===== src/rcw_params.svh =====
`ifndef RCW_PARAMS_SVH
`define RCW_PARAMS_SVH

// register byte offsets
`define RCW_CTRL_OFS 8'h00
`define RCW_SERVICE_OFS 8'h04
`define RCW_STATUS_OFS 8'h08
`define RCW_VECTOR_OFS 8'h0c
`define RCW_COUNT_OFS 8'h10

// control register fields
`define RCW_CTRL_RATE_LSB 0
`define RCW_CTRL_CME_BIT 2
`define RCW_CTRL_INHIBIT_BIT 3

// status register fields
`define RCW_STAT_CM_BIT 0
`define RCW_STAT_WD_BIT 1
`define RCW_STAT_EXT_BIT 2
`define RCW_STAT_WDEN_BIT 3
`define RCW_STAT_MODE_LSB 4
`define RCW_STAT_LOCK_BIT 6
`define RCW_STAT_ARMED_BIT 7

// vector register fields
`define RCW_VEC_SRC_LSB 16

// service key values
`define RCW_KEY_ARM 8'h55
`define RCW_KEY_CLEAR 8'haa

// vector addresses (high byte of each pair)
`define RCW_VEC_NORMAL_BASE 16'hfffe
`define RCW_VEC_SPECIAL_BASE 16'hbffe
`define RCW_VEC_CM_STEP 16'h0002
`define RCW_VEC_WD_STEP 16'h0004

// timing: clock period in ns, times and derived cycle counts
`define RCW_CLK_PERIOD_NS 100
`define RCW_POR_CYCLES 4064
`define RCW_DRIVE_CYCLES 4
`define RCW_SAMPLE_DELAY_CYCLES 2
`define RCW_RATE_WINDOW_CYCLES 64
`define RCW_PRESCALE_BITS 15

// reset values
`define RCW_CTRL_RESET 4'h0

`endif


===== src/rcw_pkg.sv =====
package rcw_pkg;

  typedef enum logic [2:0] {
    RCW_ST_POR = 3'b000,
    RCW_ST_RUN = 3'b001,
    RCW_ST_DRIVE = 3'b010,
    RCW_ST_RELEASE = 3'b011,
    RCW_ST_EXT_WAIT = 3'b100
  } rcw_state_type;

  typedef enum logic [1:0] {
    RCW_SRC_INT_ROM = 2'b00,
    RCW_SRC_EXTERNAL = 2'b01,
    RCW_SRC_BOOT_ROM = 2'b10
  } rcw_source_type;

  typedef struct packed {
    logic clock_fail;
    logic watchdog;
  } rcw_cause_type;

  typedef struct packed {
    logic [15:0] addr;
    rcw_source_type source;
  } rcw_vector_type;

  // mode pins: {mode_b, mode_a}
  typedef struct packed {
    logic mode_b;
    logic mode_a;
  } rcw_mode_type;

endpackage


===== src/rcw_reset_watchdog.sv =====
`timescale 1ns/1ns
`default_nettype none
`include "rcw_params.svh"

module rcw_reset_watchdog #(
  parameter int POR_CYCLES = `RCW_POR_CYCLES,
  parameter int PRESCALE_BITS = `RCW_PRESCALE_BITS
) (
  input wire logic pclk,
  input wire logic presetn,
  input wire logic psel,
  input wire logic penable,
  input wire logic pwrite,
  input wire logic [7:0] paddr,
  input wire logic [31:0] pwdata,
  output logic [31:0] prdata,
  output logic pready,
  output logic pslverr,
  input wire logic reset_pin_in,
  output logic reset_pin_out,
  output logic reset_pin_oe,
  input wire rcw_pkg::rcw_mode_type mode_pins,
  input wire logic watchdog_disable_bit,
  input wire logic rom_enable,
  input wire logic clock_fail_detect,
  output logic system_reset,
  output rcw_pkg::rcw_vector_type reset_vector
);
  import rcw_pkg::*;

  localparam logic [11:0] POR_LAST = 12'(POR_CYCLES - 1);
  localparam logic [11:0] DRIVE_LAST = 12'(`RCW_DRIVE_CYCLES - 1);
  localparam logic [11:0] SAMPLE_LAST = 12'(`RCW_SAMPLE_DELAY_CYCLES - 1);
  localparam logic [6:0] RATE_WINDOW = 7'(`RCW_RATE_WINDOW_CYCLES);

  // last count of the rate stage for each rate setting
  function automatic logic [5:0] rate_last(input logic [1:0] rate);
    case (rate)
      2'b00: rate_last = 6'h00;
      2'b01: rate_last = 6'h03;
      2'b10: rate_last = 6'h0f;
      default: rate_last = 6'h3f;
    endcase
  endfunction

  function automatic rcw_vector_type pick_vector(
    input rcw_cause_type cause,
    input rcw_mode_type mode,
    input logic rom_on
  );
    logic [15:0] base;
    logic [15:0] step;
    logic is_reset;
    base = mode.mode_b ? `RCW_VEC_NORMAL_BASE : `RCW_VEC_SPECIAL_BASE;
    step = 16'h0000;
    if (cause.clock_fail) begin
      step = `RCW_VEC_CM_STEP;
    end else if (cause.watchdog) begin
      step = `RCW_VEC_WD_STEP;
    end
    is_reset = (step == 16'h0000);
    pick_vector.addr = base - step;
    if (mode.mode_b) begin
      pick_vector.source = rom_on ? RCW_SRC_INT_ROM : RCW_SRC_EXTERNAL;
    end else if (mode.mode_a) begin
      pick_vector.source = RCW_SRC_EXTERNAL;
    end else begin
      pick_vector.source = RCW_SRC_BOOT_ROM;
    end
    if (!is_reset && mode.mode_b && !rom_on) begin
      pick_vector.source = RCW_SRC_EXTERNAL;
    end
  endfunction

  rcw_state_type state;
  rcw_state_type next_state;
  logic [11:0] seq_cnt;
  rcw_cause_type cause;
  logic ext_cause;
  rcw_mode_type mode;
  logic wd_enabled;
  logic [1:0] rate;
  logic clock_monitor_enable_bit;
  logic inhibit;
  logic rate_locked;
  logic [6:0] window_cnt;
  logic armed;
  logic [PRESCALE_BITS-1:0] prescale;
  logic [5:0] stage;
  logic tick;
  logic wd_timeout;
  logic cm_trigger;
  logic internal_trigger;
  logic releasing;
  logic wr_en;
  logic wr_ctrl;
  logic wr_service;
  logic in_run;
  logic mapped;
  logic [31:0] read_mux;

  assign in_run = (state == RCW_ST_RUN);
  assign releasing = !in_run && (next_state == RCW_ST_RUN);
  assign wr_en = psel && penable && pready && pwrite && in_run;
  assign wr_ctrl = wr_en && (paddr == `RCW_CTRL_OFS);
  assign wr_service = wr_en && (paddr == `RCW_SERVICE_OFS);
  assign tick = (prescale == {PRESCALE_BITS{1'b1}});
  assign wd_timeout = tick && (stage == rate_last(rate));
  assign cm_trigger = clock_monitor_enable_bit && clock_fail_detect && !inhibit;
  // inhibit also masks the clock monitor, as in special modes both are off
  assign internal_trigger = (wd_timeout && wd_enabled && !inhibit) ||
    cm_trigger;

  // reset sequencer
  always_comb begin
    next_state = state;
    case (state)
      RCW_ST_POR: begin
        if (seq_cnt == POR_LAST) begin
          next_state = RCW_ST_RUN;
        end
      end
      RCW_ST_RUN: begin
        if (!reset_pin_in || internal_trigger) begin
          next_state = RCW_ST_DRIVE;
        end
      end
      RCW_ST_DRIVE: begin
        if (seq_cnt == DRIVE_LAST) begin
          next_state = RCW_ST_RELEASE;
        end
      end
      RCW_ST_RELEASE: begin
        if (seq_cnt == SAMPLE_LAST) begin
          next_state = reset_pin_in ? RCW_ST_RUN : RCW_ST_EXT_WAIT;
        end
      end
      RCW_ST_EXT_WAIT: begin
        if (reset_pin_in) begin
          next_state = RCW_ST_RUN;
        end
      end
      default: next_state = RCW_ST_POR;
    endcase
  end

  always_ff @(posedge pclk or negedge presetn) begin
    if (!presetn) begin
      state <= RCW_ST_POR;
    end else begin
      state <= next_state;
    end
  end

  always_ff @(posedge pclk or negedge presetn) begin
    if (!presetn) begin
      seq_cnt <= 12'h000;
    end else if (next_state != state) begin
      seq_cnt <= 12'h000;
    end else if (!in_run && state != RCW_ST_EXT_WAIT) begin
      seq_cnt <= seq_cnt + 12'h001;
    end
  end

  // pin driver: low while counting power-on or the fixed drive phase
  always_ff @(posedge pclk or negedge presetn) begin
    if (!presetn) begin
      reset_pin_oe <= 1'b1;
      reset_pin_out <= 1'b0;
      system_reset <= 1'b1;
    end else begin
      reset_pin_oe <= (next_state == RCW_ST_POR) ||
        (next_state == RCW_ST_DRIVE);
      reset_pin_out <= 1'b0;
      system_reset <= (next_state != RCW_ST_RUN);
    end
  end

  // cause latch and discrimination
  always_ff @(posedge pclk or negedge presetn) begin
    if (!presetn) begin
      cause <= '0;
      ext_cause <= 1'b0;
    end else if (in_run && next_state == RCW_ST_DRIVE) begin
      cause.clock_fail <= cm_trigger;
      cause.watchdog <= wd_timeout && wd_enabled && !inhibit;
      // external only once the late sample still sees the pin low
      ext_cause <= 1'b0;
    end else if (state == RCW_ST_RELEASE &&
      seq_cnt == SAMPLE_LAST && !reset_pin_in) begin
      // a short external pulse can look internal; latch decides vector
      cause <= '0;
      ext_cause <= 1'b1;
    end
  end

  // mode, watchdog enable and vector are settled as reset releases
  always_ff @(posedge pclk or negedge presetn) begin
    if (!presetn) begin
      mode <= '0;
      wd_enabled <= 1'b0;
      reset_vector <= '0;
    end else if (releasing) begin
      mode <= mode_pins;
      wd_enabled <= !watchdog_disable_bit;
      reset_vector <= pick_vector(
        (state == RCW_ST_POR || state == RCW_ST_EXT_WAIT) ? '0 : cause,
        mode_pins, rom_enable);
    end
  end

  // control register; rate and clock monitor enable cleared by every reset sequence
  always_ff @(posedge pclk or negedge presetn) begin
    if (!presetn) begin
      rate <= 2'b00;
      clock_monitor_enable_bit <= 1'b0;
    end else if (!in_run) begin
      rate <= 2'b00;
      clock_monitor_enable_bit <= 1'b0;
    end else if (wr_ctrl) begin
      clock_monitor_enable_bit <= pwdata[`RCW_CTRL_CME_BIT];
      if (!mode.mode_b || (!rate_locked && window_cnt < RATE_WINDOW)) begin
        rate <= pwdata[`RCW_CTRL_RATE_LSB +: 2];
      end
    end
  end

  always_ff @(posedge pclk or negedge presetn) begin
    if (!presetn) begin
      inhibit <= 1'b0;
    end else if (releasing) begin
      inhibit <= !mode_pins.mode_b;
    end else if (!mode.mode_b && wr_ctrl) begin
      // only clearing is honoured; once cleared it stays cleared
      inhibit <= inhibit && pwdata[`RCW_CTRL_INHIBIT_BIT];
    end else if (mode.mode_b) begin
      inhibit <= 1'b0;
    end
  end

  // rate write window after reset
  always_ff @(posedge pclk or negedge presetn) begin
    if (!presetn) begin
      window_cnt <= 7'h00;
      rate_locked <= 1'b0;
    end else if (!in_run) begin
      window_cnt <= 7'h00;
      rate_locked <= 1'b0;
    end else begin
      if (window_cnt < RATE_WINDOW) begin
        window_cnt <= window_cnt + 7'h01;
      end
      if (wr_ctrl && mode.mode_b) begin
        rate_locked <= 1'b1;
      end
    end
  end

  // service key sequence
  always_ff @(posedge pclk or negedge presetn) begin
    if (!presetn) begin
      armed <= 1'b0;
    end else if (!in_run) begin
      armed <= 1'b0;
    end else if (wr_service) begin
      if (pwdata[7:0] == `RCW_KEY_ARM) begin
        armed <= 1'b1;
      end else if (pwdata[7:0] == `RCW_KEY_CLEAR) begin
        armed <= 1'b0;
      end
    end
  end

  // free-running prescaler; only a reset clears it
  always_ff @(posedge pclk or negedge presetn) begin
    if (!presetn) begin
      prescale <= '0;
    end else if (!in_run) begin
      prescale <= '0;
    end else begin
      prescale <= prescale + 1'b1;
    end
  end

  // rate stage; service clears it, prescaler keeps running (-1/+0 tick)
  always_ff @(posedge pclk or negedge presetn) begin
    if (!presetn) begin
      stage <= 6'h00;
    end else if (!in_run) begin
      stage <= 6'h00;
    end else if (wr_service && armed &&
      pwdata[7:0] == `RCW_KEY_CLEAR) begin
      stage <= 6'h00;
    end else if (tick) begin
      stage <= wd_timeout ? 6'h00 : stage + 6'h01;
    end
  end

  // apb read path
  always_comb begin
    mapped = 1'b1;
    read_mux = 32'h0000_0000;
    case (paddr)
      `RCW_CTRL_OFS: begin
        read_mux[`RCW_CTRL_RATE_LSB +: 2] = rate;
        read_mux[`RCW_CTRL_CME_BIT] = clock_monitor_enable_bit;
        read_mux[`RCW_CTRL_INHIBIT_BIT] = inhibit;
      end
      `RCW_SERVICE_OFS: read_mux = 32'h0000_0000;
      `RCW_STATUS_OFS: begin
        read_mux[`RCW_STAT_CM_BIT] = cause.clock_fail;
        read_mux[`RCW_STAT_WD_BIT] = cause.watchdog;
        read_mux[`RCW_STAT_EXT_BIT] = ext_cause;
        read_mux[`RCW_STAT_WDEN_BIT] = wd_enabled;
        read_mux[`RCW_STAT_MODE_LSB +: 2] = mode;
        read_mux[`RCW_STAT_LOCK_BIT] = rate_locked;
        read_mux[`RCW_STAT_ARMED_BIT] = armed;
      end
      `RCW_VECTOR_OFS: begin
        read_mux[15:0] = reset_vector.addr;
        read_mux[`RCW_VEC_SRC_LSB +: 2] = reset_vector.source;
      end
      `RCW_COUNT_OFS: begin
        read_mux[5:0] = stage;
        read_mux[6 +: PRESCALE_BITS] = prescale;
      end
      default: mapped = 1'b0;
    endcase
  end

  // no wait states: answer is registered in setup and ready in the first access cycle
  always_ff @(posedge pclk or negedge presetn) begin
    if (!presetn) begin
      pready <= 1'b0;
      prdata <= 32'h0000_0000;
      pslverr <= 1'b0;
    end else begin
      pready <= psel && !penable;
      if (psel && !penable) begin
        prdata <= pwrite ? 32'h0000_0000 : read_mux;
        pslverr <= !mapped;
      end else begin
        prdata <= 32'h0000_0000;
        pslverr <= 1'b0;
      end
    end
  end

endmodule // rcw_reset_watchdog
`default_nettype wire


===== config.mk =====
export PLATFORM = sky130hd
export DESIGN_NAME = rcw_reset_watchdog
export DESIGN_NICKNAME = d
export VERILOG_FILES = /design/src/rcw_pkg.sv /design/src/rcw_reset_watchdog.sv
export VERILOG_INCLUDE_DIRS = /design/src
export SDC_FILE = /design/constraint.sdc
export NUM_CORES = 1
export LEC_CHECK = 0
export ABC_AREA = 1
export BUFFER_PORTS_ARGS = -buffer_cell sky130_fd_sc_hd__clkbuf_2
export CORE_MARGIN = 2
export CORE_UTILIZATION = 50
export CTS_CLUSTER_SIZE = 28
export DETAILED_ROUTE_END_ITERATION = 16
export GPL_ROUTABILITY_DRIVEN = 0
export PLACE_DENSITY = 0.75
export SLEW_MARGIN = 20
export SYNTH_ARGS = -nofsm -noshare
export SYNTH_HDL_FRONTEND = slang
export SYNTH_SLANG_ARGS = --single-unit

===== constraint.sdc =====
create_clock -name pclk -period 2.9 [get_ports pclk]
set_clock_uncertainty 0.2 [all_clocks]
set_input_delay 0.145 -clock pclk [delete_from_list [all_inputs] [get_ports pclk]]
set_output_delay 0.145 -clock pclk [all_outputs]
set_load 0.005 [all_outputs]

* Word level (Yosys, flattened, before mapping)
Cells that the tools add are included.
Word-level totals: register bits after elaboration 109, output and inout bits 55, logic and storage cells 162
Operators by class: add/subtract/negate cells 5, $lt $le $gt $ge 1, eq/ne operators 29, muxes and demuxes 52, reductions and logical operators 52
Operators by type and width (count):
- two-way mux 21 bit | 2
- two-way mux 15 bit | 2
- two-way mux 3 bit | 9
- logical AND 1 bit | 25
- two-way mux 12 bit | 2
- two-way mux 6 bit | 4
- case mux 10 bit (2 select lines) | 1
- two-way mux 2 bit | 9
- case mux 6 bit (3 select lines) | 1
- equality test 8 x 4 -> 1 bit (second input constant) | 2
- logical NOT 16 bit | 1
- two-way mux 1 bit | 16
- two-way mux 16 bit | 1
- case mux 4 bit (4 select lines) | 1
- subtractor 16 bit | 1
- adder 15 x 1 -> 15 bit (second input constant) | 1
- equality test 15 bit (second input constant) | 1
- case mux 3 bit (5 select lines) | 1
- two-way mux 7 bit | 2
- adder 12 x 1 -> 12 bit (second input constant) | 1
- equality test 12 x 1 -> 1 bit (second input constant) | 1
- equality test 12 bit (second input constant) | 1
- equality test 12 x 2 -> 1 bit (second input constant) | 1
- case mux 4 bit (3 select lines) | 1
- other kinds (28) | 52

* Longest topological paths before layout
Gate-level depths: netlist of the first run.
depth after elaboration 18, depth in mapped cells 14, gate-level depth less buffers 13

* Worst setup path before layout of the first run
OpenSTA, ideal clock, no wires.
kind reg2reg, start point reg prescale[0], end point reg inhibit, library setup time 118 ps, arrival 1686 ps, required time 2582 ps, path slack 895 ps, cell stages (with the launch flop) 13, path buffers 1, clock period less this slack 2005 ps, path through dfrtp_1 -> ha_1 -> nand2_1 -> nor2_4 -> nand3_4 -> nor2_8 -> nand3_4 -> nand2_2 -> a21oi_4 -> nand3_2 -> buf_6 -> nand4_1 -> nand2_1
Between the ends: cells in the longest elaborated chain, start to end 11, elaborated cells on any way between the ends 12
Ends and longest elaborated chain:
- start, declared | RTL line rcw_reset_watchdog.sv:88 | logic [PRESCALE_BITS-1:0] prescale;
- start signal, assigned | RTL line rcw_reset_watchdog.sv:281 | prescale <= prescale + 1'b1;
- equality test 15 bit (*) | RTL line rcw_reset_watchdog.sv:107 | assign tick = (prescale == {PRESCALE_BITS{1'b1}});
- logical AND 1 bit (*) | RTL line rcw_reset_watchdog.sv:108 | assign wd_timeout = tick && (stage == rate_last(rate));
- logical AND 1 bit (*) (2 in a row) | RTL line rcw_reset_watchdog.sv:111 | assign internal_trigger = (wd_timeout && wd_enabled && !inhibit) ||
- logical OR 1 bit (*) | RTL line rcw_reset_watchdog.sv:111
- logical OR 1 bit (*) | RTL line rcw_reset_watchdog.sv:124 | if (!reset_pin_in || internal_trigger) begin
- two-way mux 3 bit (*) | RTL line rcw_reset_watchdog.sv:124
- case mux 3 bit (5 select lines) (*) | RTL line rcw_reset_watchdog.sv:117 | case (state)
- equality test 3 x 1 -> 1 bit (*) | RTL line rcw_reset_watchdog.sv:103 | assign releasing = !in_run && (next_state == RCW_ST_RUN);
- logical AND 1 bit (*) | RTL line rcw_reset_watchdog.sv:103
- nonzero test 3 bit (no line) / two-way mux 1 bit (equally long branches)
- end signal, assigned | RTL line rcw_reset_watchdog.sv:232 | inhibit <= !mode_pins.mode_b;
- end signal, assigned | RTL line rcw_reset_watchdog.sv:235 | inhibit <= inhibit && pwdata[`RCW_CTRL_INHIBIT_BIT];
- end, declared | RTL line rcw_reset_watchdog.sv:84 | logic inhibit;
Every way passes the cells marked *; elsewhere a longest branch is shown, timed or not. A chain may end at the register's enable or synchronous reset.

* Worst setup path in the final report of the first run
start point reg prescale[0], end point reg stage[2]
Between the ends: cells in the longest elaborated chain, start to end 6, elaborated cells on any way between the ends 7
Ends and longest elaborated chain:
- equality test 15 bit (*) | RTL line rcw_reset_watchdog.sv:107
- logical AND 1 bit | RTL line rcw_reset_watchdog.sv:108
- two-way mux 6 bit | RTL line rcw_reset_watchdog.sv:295 | stage <= wd_timeout ? 6'h00 : stage + 6'h01;
- two-way mux 6 bit | RTL line rcw_reset_watchdog.sv:294 | end else if (tick) begin
- two-way mux 6 bit | RTL line rcw_reset_watchdog.sv:291 | end else if (wr_service && armed &&
- two-way mux 6 bit | RTL line rcw_reset_watchdog.sv:289 | end else if (!in_run) begin
- end signal, assigned | RTL line rcw_reset_watchdog.sv:295
- end, declared | RTL line rcw_reset_watchdog.sv:89 | logic [5:0] stage;
Every way passes the cells marked *; elsewhere a longest branch is shown, timed or not. The select of a mux whose other input is x is not followed.

==> results of run 1 <==
## worst max-delay path, stage by stage (launching register included)
cell and delay [ns]:
dfrtp_1 0.40, ha_1 0.20, nand2_1 0.10, nor2_4 0.16, nand2_1 0.11, nor2_1 0.25
nand4_1 0.17, nor3_1 0.40, nor3_1 0.10, nand4_1 0.09, o21ai_0 0.08
## path summary, 6_finish.rpt
check,start,end,slack [ns]
min in group asynchronous,presetn,prdata[0],0.19
hold reg to reg,window_cnt[5],window_cnt[5],0.28
setup / recovery,prescale[0],stage[2],0.54
max in group asynchronous,presetn,window_cnt[2],1.79
setup reg to reg,prescale[0],stage[2],0.54
hold / removal,paddr[1],pslverr,0.008
## cells in the mapped netlist (all sizes together)
master,number
xnor2,3
nor4,3
ha,5
a31oi,3
a41oi,1
xor2,13
a221oi,2
inv,67
or2,1
conb,1
clkbuf,4
nor3,14
a211oi,1
nand4,15
o22ai,3
o21a,3
dfstp,2
dfrtp,83
buf,30
nor3b,1
nand3,28
o21ai,31
nor2,87
o31ai,2
nand2,105
a21oi,33
## final cells by class
class / count / area, um^2 / share of cell area [%]
sequential: 85 / 2130 / 40.94
tap: 108 / 135.1 / 2.598
clock buffer: 10 / 137.6 / 2.646
multi-input combinational: 367 / 1946 / 37.41
inverter: 67 / 254.0 / 4.883
timing repair buffer: 87 / 529.3 / 10.18
clock inverter: 6 / 70.07 / 1.347
## cells by family (layout without fill, tap and decap cells)
group,after synthesis,after routing,share of synthesized area [%]
AO/OA/AOI/OAI,79,79,9.973
XOR/XNOR,16,16,3.094
adder cells (fa/ha/maj),5,5,1.381
buffers and inverters,101,170,11.02
flip-flops,85,85,47.02
other,1,13,0.08279
AND/OR/NAND/NOR,254,254,27.43
## report_power, final
| part | total, W | switching, W | leakage (nW) | internal, W |
|---|---|---|---|---|
| sequential | 0.00146 | 0.000140 | 1.16 | 0.00132 |
| combinational | 0.000914 | 0.000590 | 1.19 | 0.000324 |
| clock | 0.000879 | 0.000451 | 0.0955 | 0.000428 |
| total | 0.00325 | 0.00118 | 2.44 | 0.00207 |
## per-layer routing
metal / wire (um) / up-vias / track usage (%) / part of all wire [%]
met5: 0 / - / 0 / 0
met4: 254 / 0 / 10.12 / 2.5
met3: 491 / 23 / 3.725 / 4.9
met2: 4600 / 111 / 33.32 / 46
met1: 4625 / 1767 / 29.92 / 46
li1: - / 1860 / - / -
## registers in the layout, summed over array words and instances, names as in the netlist, 2 cells and up
register	count
seq_cnt	12
cause	2
reset_vector	6
window_cnt	7
prescale	15
rate	2
prdata	21
state	3
stage	6
## stage by stage
| stage | hold slack, ns | cell area (um^2) | power [W] |
|---|---|---|---|
| detailed placement | 0.1611 | 4830 | 0.002389 |
| global placement | 0.1546 | 4830 | 0.002368 |
| floorplan | -0.3506 | 4574 | 0.002229 |
| CTS | 0.009286 | 5197 | 0.003276 |
| global route | 0.07625 | 5201 | 0.003462 |
| finish | 0.007618 | 5201 | 0.003249 |
## cell usage in the layout, fill, tap and decap left out, drive strengths merged, types with 4 or more instances in the layout
master | synthesis | layout
dfrtp | 83 | 83
a21oi | 33 | 33
conb | 1 | 13
nor3 | 14 | 14
dlygate4sd3 | 0 | 16
nand3 | 28 | 28
o21ai | 31 | 31
buf | 30 | 4
clkbuf | 4 | 77
ha | 5 | 5
nor2 | 87 | 87
xor2 | 13 | 13
nand2 | 105 | 105
nand4 | 15 | 15
inv | 67 | 69
==> flow_summary.json, run 1 <==
{
  "outcome": "finished, final reports clean",
  "fmax_ghz": 0.4236,
  "grt_overflow_total": 0,
  "core_mm2": 0.008763,
  "p_leak_nw": 2.439,
  "post_cts_resized": 0,
  "postSynthCellCount": 541,
  "ys_warn_count": 0,
  "htree_levels": 3,
  "critical_path_class": "flip-flop to flip-flop",
  "antenna_left": 0,
  "nets": 673,
  "post_synth.cell_area_avg_um2": 8.372,
  "place_hpwl_um": 7172,
  "place_ws_ns": 0.5528,
  "crit_arrival_ns": 2.40,
  "postCtsSetupRepairBufs": 0,
  "worstPathMaxFanout": 4,
  "grtUsageTotal_pct": 21.59,
  "worst_pin_slew_ns": 0.7462,
  "routed_via_density": 5.152,
  "dp.cells": 698,
  "hold_violations": 0,
  "yosysTopAreaCell": "dfrtp_1",
  "setup_violations": 0,
  "clkLatencyLatePin_ns": 0.35,
  "cp.required_ns": 2.94,
  "die_area_mm2": 0.009836,
  "ys_ff_latch": 85,
  "clkTransAtPathRegs_ns": 0.09,
  "cts_tree": "done",
  "maxCapViolations": 0,
  "rows": 34,
  "drt-wirelength-per-cell_um": 13.66,
  "firstDrtPassIters": 4,
  "grt_max_degree": 86,
  "fp.dieH_um": 99.18,
  "instances_no_fill": 730,
  "area_growth_pct": 14.83,
  "ctsHoldBuffers": 16,
  "relSlewSlack_pct": 50.25,
  "synth_area_leaders": "dfrtp_1 (46%), nand2_1 (7.9%), nor2_1 (5.5%)",
  "period_minus_slack_ns": 2.360,
  "critPathLaunchType": "flip-flop",
  "p_per_area_mw_per_mm2": 624.7,
  "antenna_cells": 0,
  "io_pins": 106,
  "grt_pass1_vias": 3678,
  "port-buffer-count": 68,
  "drc": 0,
  "reg2regPathDepth": 10,
  "syn-cell-area_mm2": 0.004529,
  "first_iter_violations": 215,
  "utilization_pct": 59.35,
  "die_w_um": 99.18,
  "drt_wl_total_um": 9971,
  "cts_buffers": 9,
  "whs_path_depth": 5,
  "root_buffer": "clkbuf_8",
  "antenna_found_initial": 0,
  "slew_viol_final": 0,
  "synth_cell_types": 41,
  "route.vias.total": 3761,
  "fin_ws_ns": 0.5395,
  "ir_worst_vdd_uv": 414.5,
  "yosysTopAreaCellShare_pct": 45.86,
  "hold_path_class": "input pin to flip-flop",
  "grt_first_pass_wirelength_um": 16980,
  "fin_setup_tns_ns": 0,
  "cts.path.max_buffers": 2,
  "fill_cells": 776,
  "rsz0062_at_grt": "no",
  "clock_sinks": 85,
  "timing.final.crit_share_pct": 81.40,
  "start_util_pct": 51.68,
  "drive_above_1_share_pct": 22.19,
  "seq_area_frac_synth_pct": 47.02,
  "cp-end-kind": "flip-flop"
}
(Power assumes the default switching activity.)
==> run 2: changes to the inputs <==
ABC_AREA = 0   (was 1)
clock period = 2.2 ns   (was 2.9 ns; I/O delays follow)
==> flow_summary.json, run 2 <==
{
  "utilization_pct": 66.24,
  "cts_tree": "done",
  "fp.dieH_um": 98.06,
  "antenna_cells": 0,
  "die_w_um": 98.06,
  "fin_setup_tns_ns": -3.147,
  "setup_violations": 23,
  "cts.path.max_buffers": 2,
  "clock_sinks": 85,
  "synth_edf_count": 0,
  "dp.cells": 657,
  "maxCapViolations": 0,
  "cpPeakStageDelay_ns": 0.54,
  "endpoint": "seq_cnt[1]",
  "outcome": "finished, violations left",
  "clkLatencyLatePin_ns": 0.36,
  "p_per_area_mw_per_mm2": 841.5,
  "whs_path_depth": 4,
  "crit_start": "rate[0]",
  "post_synth.cell_area_avg_um2": 9.984,
  "grt_pass1_vias": 3906,
  "r2r_end": "seq_cnt[1]",
  "drt_wl_total_um": 11070,
  "grt_max_degree": 65,
  "nets": 636,
  "timing.final.crit_share_pct": 110.4,
  "synth_cell_types": 65,
  "cp.required_ns": 2.28,
  "fin_ws_ns": -0.2298,
  "instances_no_fill": 693,
  "start_util_pct": 51.22,
  "hold_violations": 0,
  "crit_family": "compound AO/OA/AOI/OAI gates",
  "root_buffer": "clkbuf_8",
  "port-buffer-count": 68,
  "drc": 0,
  "drt-wirelength-per-cell_um": 15.97,
  "antenna_left": 0,
  "syn-cell-area_mm2": 0.004423,
  "ys_warn_count": 0,
  "relSlewSlack_pct": 46.76,
  "yosysTopAreaCell": "dfrtp_1",
  "slew_viol_final": 0,
  "synth_most_common_cell": "dfrtp_1",
  "reg_top3": "prdata x21, prescale x15, seq_cnt x12",
  "htree_levels": 3,
  "clkTransAtPathRegs_ns": 0.09,
  "route.vias.total": 3836,
  "grt_overflow_total": 0,
  "io_pins": 106,
  "place_ws_ns": -0.2769,
  "yosysTopAreaCellShare_pct": 46.96,
  "critPathLaunchType": "flip-flop",
  "period_minus_slack_ns": 2.430,
  "reg2regPathDepth": 7,
  "area_growth_pct": 29.34,
  "seq_area_frac_synth_pct": 48.15,
  "cp-end-kind": "flip-flop",
  "firstDrtPassIters": 7,
  "critPathBufInv": 1,
  "ys_async_sr_fraction_pct": 100.0,
  "rr_startpoint": "rate[0]",
  "first_iter_violations": 187,
  "hold_path_class": "input pin to flip-flop",
  "fmax_ghz": 0.4116,
  "ys_ff_latch": 85,
  "cp_cell_sequence": "or4_4, a211oi_4, o2111a_2, o211ai_4, o32a_1, buf_6, a211oi_2",
  "worstPathMaxFanout": 4,
  "largest_reg_flops": 21,
  "synth_area_leaders": "dfrtp_1 (47%), nor2_1 (4.7%), buf_4 (4.4%)",
  "p_leak_nw": 2.626,
  "worst_pin_slew_ns": 0.7986,
  "crit_arrival_ns": 2.51,
  "power_w": 0.004814,
  "die_area_mm2": 0.009615,
  "critical_path_class": "flip-flop to flip-flop",
  "place_hpwl_um": 8063,
  "ir_worst_vdd_uv": 648.7,
  "rows": 34,
  "mostFrequentLayoutCell": "dfrtp_1",
  "ys.flop_type": "dfrtp_1",
  "largest_register": "prdata",
  "core_mm2": 0.008636,
  "fill_cells": 665,
  "grt_first_pass_wirelength_um": 18720,
  "routed_via_density": 5.535,
  "mostFrequentLayoutCells": "dfrtp_1 (82), clkbuf_2 (67), buf_4 (66), nor2_1 (53), nand2_1 (35)",
  "synth_common_cells": "dfrtp_1 (83), nor2_1 (55), nand2_1 (35), buf_4 (26), a21oi_1 (23)",
  "cp.depth": 7,
  "violations": "negative setup slack",
  "antenna_found_initial": 0,
  "rsz0062_at_grt": "yes",
  "cts_buffers": 9,
  "drive_above_1_share_pct": 34.70,
  "grtUsageTotal_pct": 24.22,
  "r2r_slack_ns": -0.23,
  "postSynthCellCount": 443,
  "crit_slowest_cell": "or4_4"
}
-- run 2: changes by cell type in the layout (fill, tap and decap cells not counted), sizes merged, moves of 13 or more --
cell   before  now
o21ai      31   11
nand3      28   15
nand2     105   35
inv        69   10
nor2       87   56
buf         4   69
-- run 2: repair_timing --
| action | CTS | global route |
|---|---|---|
| pin swaps | 8 | 9 |
| hold endpoints to repair | 76 | 0 |
| hold buffers | 18 | 0 |
| endpoints found under the setup margin | 25 | 30 |
| resized for setup | 10 | 12 |
| setup buffers | 4 | 3 |
-- run 2: kinds of logic (layout without fill, tap and decap cells) --
logic type	count (synthesis)	count (layout)	share of synthesized area (%)
AND/OR/NAND/NOR	190	190	23.48
flip-flops	85	85	48.15
AO/OA/AOI/OAI	73	73	11.60
buffers and inverters	49	179	6.902
XOR/XNOR	30	30	5.941
multiplexers	10	10	2.433
adder cells (fa/ha/maj)	5	5	1.414
other	1	13	0.08478
-- run 2: per-stage QoR --
stage	area [um^2]	hold slack (ns)
6_report	5720	0.05243
5_1_grt	5720	0.07105
4_1_cts	5690	0.02688
3_5_place_dp	5200	0.04837
3_3_place_gp	5200	0.02991
2_1_floorplan	4496	-0.3856
-- run 2: how the worst min path moves through the flow --
stage               startpoint               end
global placement       presetn  reset_vector[15]
CTS                    penable             armed
floorplan              presetn             armed
finish                paddr[4]         prdata[3]
global route          paddr[4]         prdata[3]
detailed placement     presetn  reset_vector[15]
-- run 2: layout make-up --
| cell class | instances | area, um^2 | area share [%] |
|---|---|---|---|
| Clock buffer | 9 | 123.9 | 2.165 |
| Clock inverter | 7 | 122.6 | 2.143 |
| Multi-Input combinational cell | 321 | 2121 | 37.07 |
| Sequential cell | 85 | 2131 | 37.25 |
| Tap cell | 108 | 135.1 | 2.362 |
| Timing Repair Buffer | 154 | 1054 | 18.42 |
| Inverter | 9 | 33.78 | 0.5906 |
-- run 2: power by group --
part | switching, W | internal [W] | leakage, nW
combinational | 0.000769 | 0.000770 | 1.37
sequential | 0.000172 | 0.00176 | 1.14
clock | 0.000584 | 0.000760 | 0.116
total | 0.00153 | 0.00329 | 2.63
-- run 2: routing by layer --
| metal | global-route usage [%] | vias up | part of all wire (%) |
|---|---|---|---|
| met1 | 30.64 | 1885 | 41 |
| met2 | 40.04 | 138 | 51 |
| li1 | - | 1794 | - |
| met4 | 9.722 | 0 | 2.2 |
| met5 | 0 | - | 0 |
| met3 | 5.941 | 19 | 5.9 |
-- run 2: tightest hold or removal path, cell delays in order --
cell and delay [ns]:
clkbuf_2 0.14, nand2_1 0.07, nand4b_1 0.19, a31oi_1 0.06
==> run 3: changes to the inputs <==
ABC_AREA = 1   (was 0)
==> flow_summary.json, run 3 (same netlist as run 1, synthesis figures left out) <==
{
  "r2r_slack_ns": 0.11,
  "critPathLaunchType": "flip-flop",
  "min_from": "paddr[3]",
  "drc": 0,
  "met2_length_um": 5244,
  "r2r_end": "stage[3]",
  "rr_startpoint": "state[1]",
  "root_buffer": "clkbuf_8",
  "htree_levels": 3,
  "critPathBufInv": 1,
  "drive_above_1_share_pct": 26.19,
  "start_util_pct": 51.68,
  "top_layer": "met4",
  "core_mm2": 0.008763,
  "p_leak_nw": 2.574,
  "grt_first_pass_wirelength_um": 17540,
  "die_area_mm2": 0.009836,
  "timing.final.crit_share_pct": 94.77,
  "dp.cells": 715,
  "worstPathMaxFanout": 7,
  "clkTransAtPathRegs_ns": 0.10,
  "area_growth_pct": 20.52,
  "holdWs_ns": 0.05060,
  "largest_register": "prdata",
  "grt_pass1_vias": 3812,
  "nets": 700,
  "mostFrequentLayoutCell": "nand2_1",
  "wl_met3_um": 641,
  "whs_path_depth": 6,
  "period_minus_slack_ns": 2.085,
  "route.vias.total": 3943,
  "min_to": "armed",
  "outcome": "finished, final reports clean",
  "hold_violations": 0,
  "cts_buffers": 9,
  "cp.required_ns": 2.29,
  "critical_path_class": "flip-flop to flip-flop",
  "grt_max_degree": 49,
  "drt_wl_total_um": 10700,
  "cp_cell_sequence": "nor2_1, nand2_2, buf_12, nor4_4, nand3_2, nor2_2, nand2_2, nand2_2, nand3_1, o21ai_1",
  "crit_family": "simple AND/OR/NAND/NOR gates",
  "first_iter_violations": 245,
  "crit_arrival_ns": 2.18,
  "drt-wirelength-per-cell_um": 14.14,
  "cts.path.max_buffers": 2,
  "reg2regPathDepth": 10,
  "largest_reg_flops": 21,
  "reg_top3": "prdata x21, prescale x15, seq_cnt x12",
  "cpPeakStageDelay_ns": 0.47,
  "port-buffer-count": 68,
  "die_w_um": 99.18,
  "cpMostUsedCell": "nand2_2",
  "relSlewSlack_pct": 58.80,
  "ir_worst_vdd_uv": 557.7,
  "firstDrtPassIters": 5,
  "slew_viol_final": 0,
  "cp-end-kind": "flip-flop",
  "fin_setup_tns_ns": 0,
  "p_per_area_mw_per_mm2": 829.4,
  "antenna_found_initial": 0,
  "instances_no_fill": 757,
  "fmax_ghz": 0.4796,
  "worst_pin_slew_ns": 0.6181,
  "io_pins": 106,
  "crit_slowest_cell": "dfrtp_1",
  "antenna_cells": 0,
  "rows": 34,
  "mostFrequentLayoutCells": "nand2_1 (94), dfrtp_1 (82), clkbuf_2 (67), nor2_1 (64), inv_1 (58)",
  "grtUsageTotal_pct": 22.10,
  "routed_via_density": 5.209,
  "setup_violations": 0,
  "grt_overflow_total": 0,
  "met1Wirelength_um": 4564,
  "hold_path_class": "input pin to flip-flop",
  "clock_sinks": 85,
  "maxCapViolations": 0,
  "fp.dieH_um": 99.18,
  "clkLatencyLatePin_ns": 0.36,
  "antenna_left": 0,
  "place_hpwl_um": 7672,
  "cts_tree": "done"
}
-- run 3: per-layer routing --
layer  GRT usage (%)  vias up
li1                -     1923
met1           28.37     1852
met2           36.80      145
met3           4.427       23
met4           9.062        0
met5               0        -
-- run 3: cell type report --
type	instances	area, um^2
clock inverters	6	47.55
well taps	108	135.1
fillers	725	3304
repair buffers	114	763.2
flip-flops and latches	85	2131
clock buffers	10	127.6
multi-input cells	367	2001
inverters	67	254.0
-- run 3: power by group --
part	leakage [nW]	switching, W	internal [W]
logic	1.33	0.000893	0.000671
registers	1.15	0.000200	0.00174
clock network	0.0872	0.000605	0.000421
total	2.57	0.00170	0.00283
-- run 3: how the worst max path moves through the flow --
stage	to	depth (start not counted)	start	slack, ns
after floorplan	inhibit	12	prescale[0]	0.20
after global placement	wd_enabled	12	prescale[1]	0.12
after detailed placement	stage[2]	10	prescale[1]	0.06
after CTS	stage[4]	10	prescale[1]	0.06
after global routing	seq_cnt[1]	12	seq_cnt[4]	-0.04
final	stage[3]	10	state[1]	0.11
-- run 3: what timing repair did --
action,in CTS,in global routing
gates resized for setup,0,14
hold buffers,20,0
hold endpoints to repair,67,0
setup buffers,0,6
setup endpoints to repair,0,27
-- run 3: metrics by stage --
step | setup slack (ns) | cell area (um^2) | power [W] | util (%)
finish | 0.1150 | 5459 | 0.004528 | 62.29
global route | -0.04370 | 5459 | 0.004767 | 62.29
CTS | 0.05554 | 5345 | 0.004399 | 60.99
detailed placement | 0.05843 | 4970 | 0.003364 | 56.71
global placement | 0.1199 | 4970 | 0.003314 | 56.71
floorplan | 0.1953 | 4574 | 0.002939 | -
-- run 3: worst register-to-register path, delay by kind of cell (launching register included) --
family | cells | cell delay [ns]
buffers and inverters | 1 | 0.15
AOI/OAI and AO/OA | 1 | 0.07
and+or+nand+nor | 8 | 1.14
DFF | 1 | 0.47
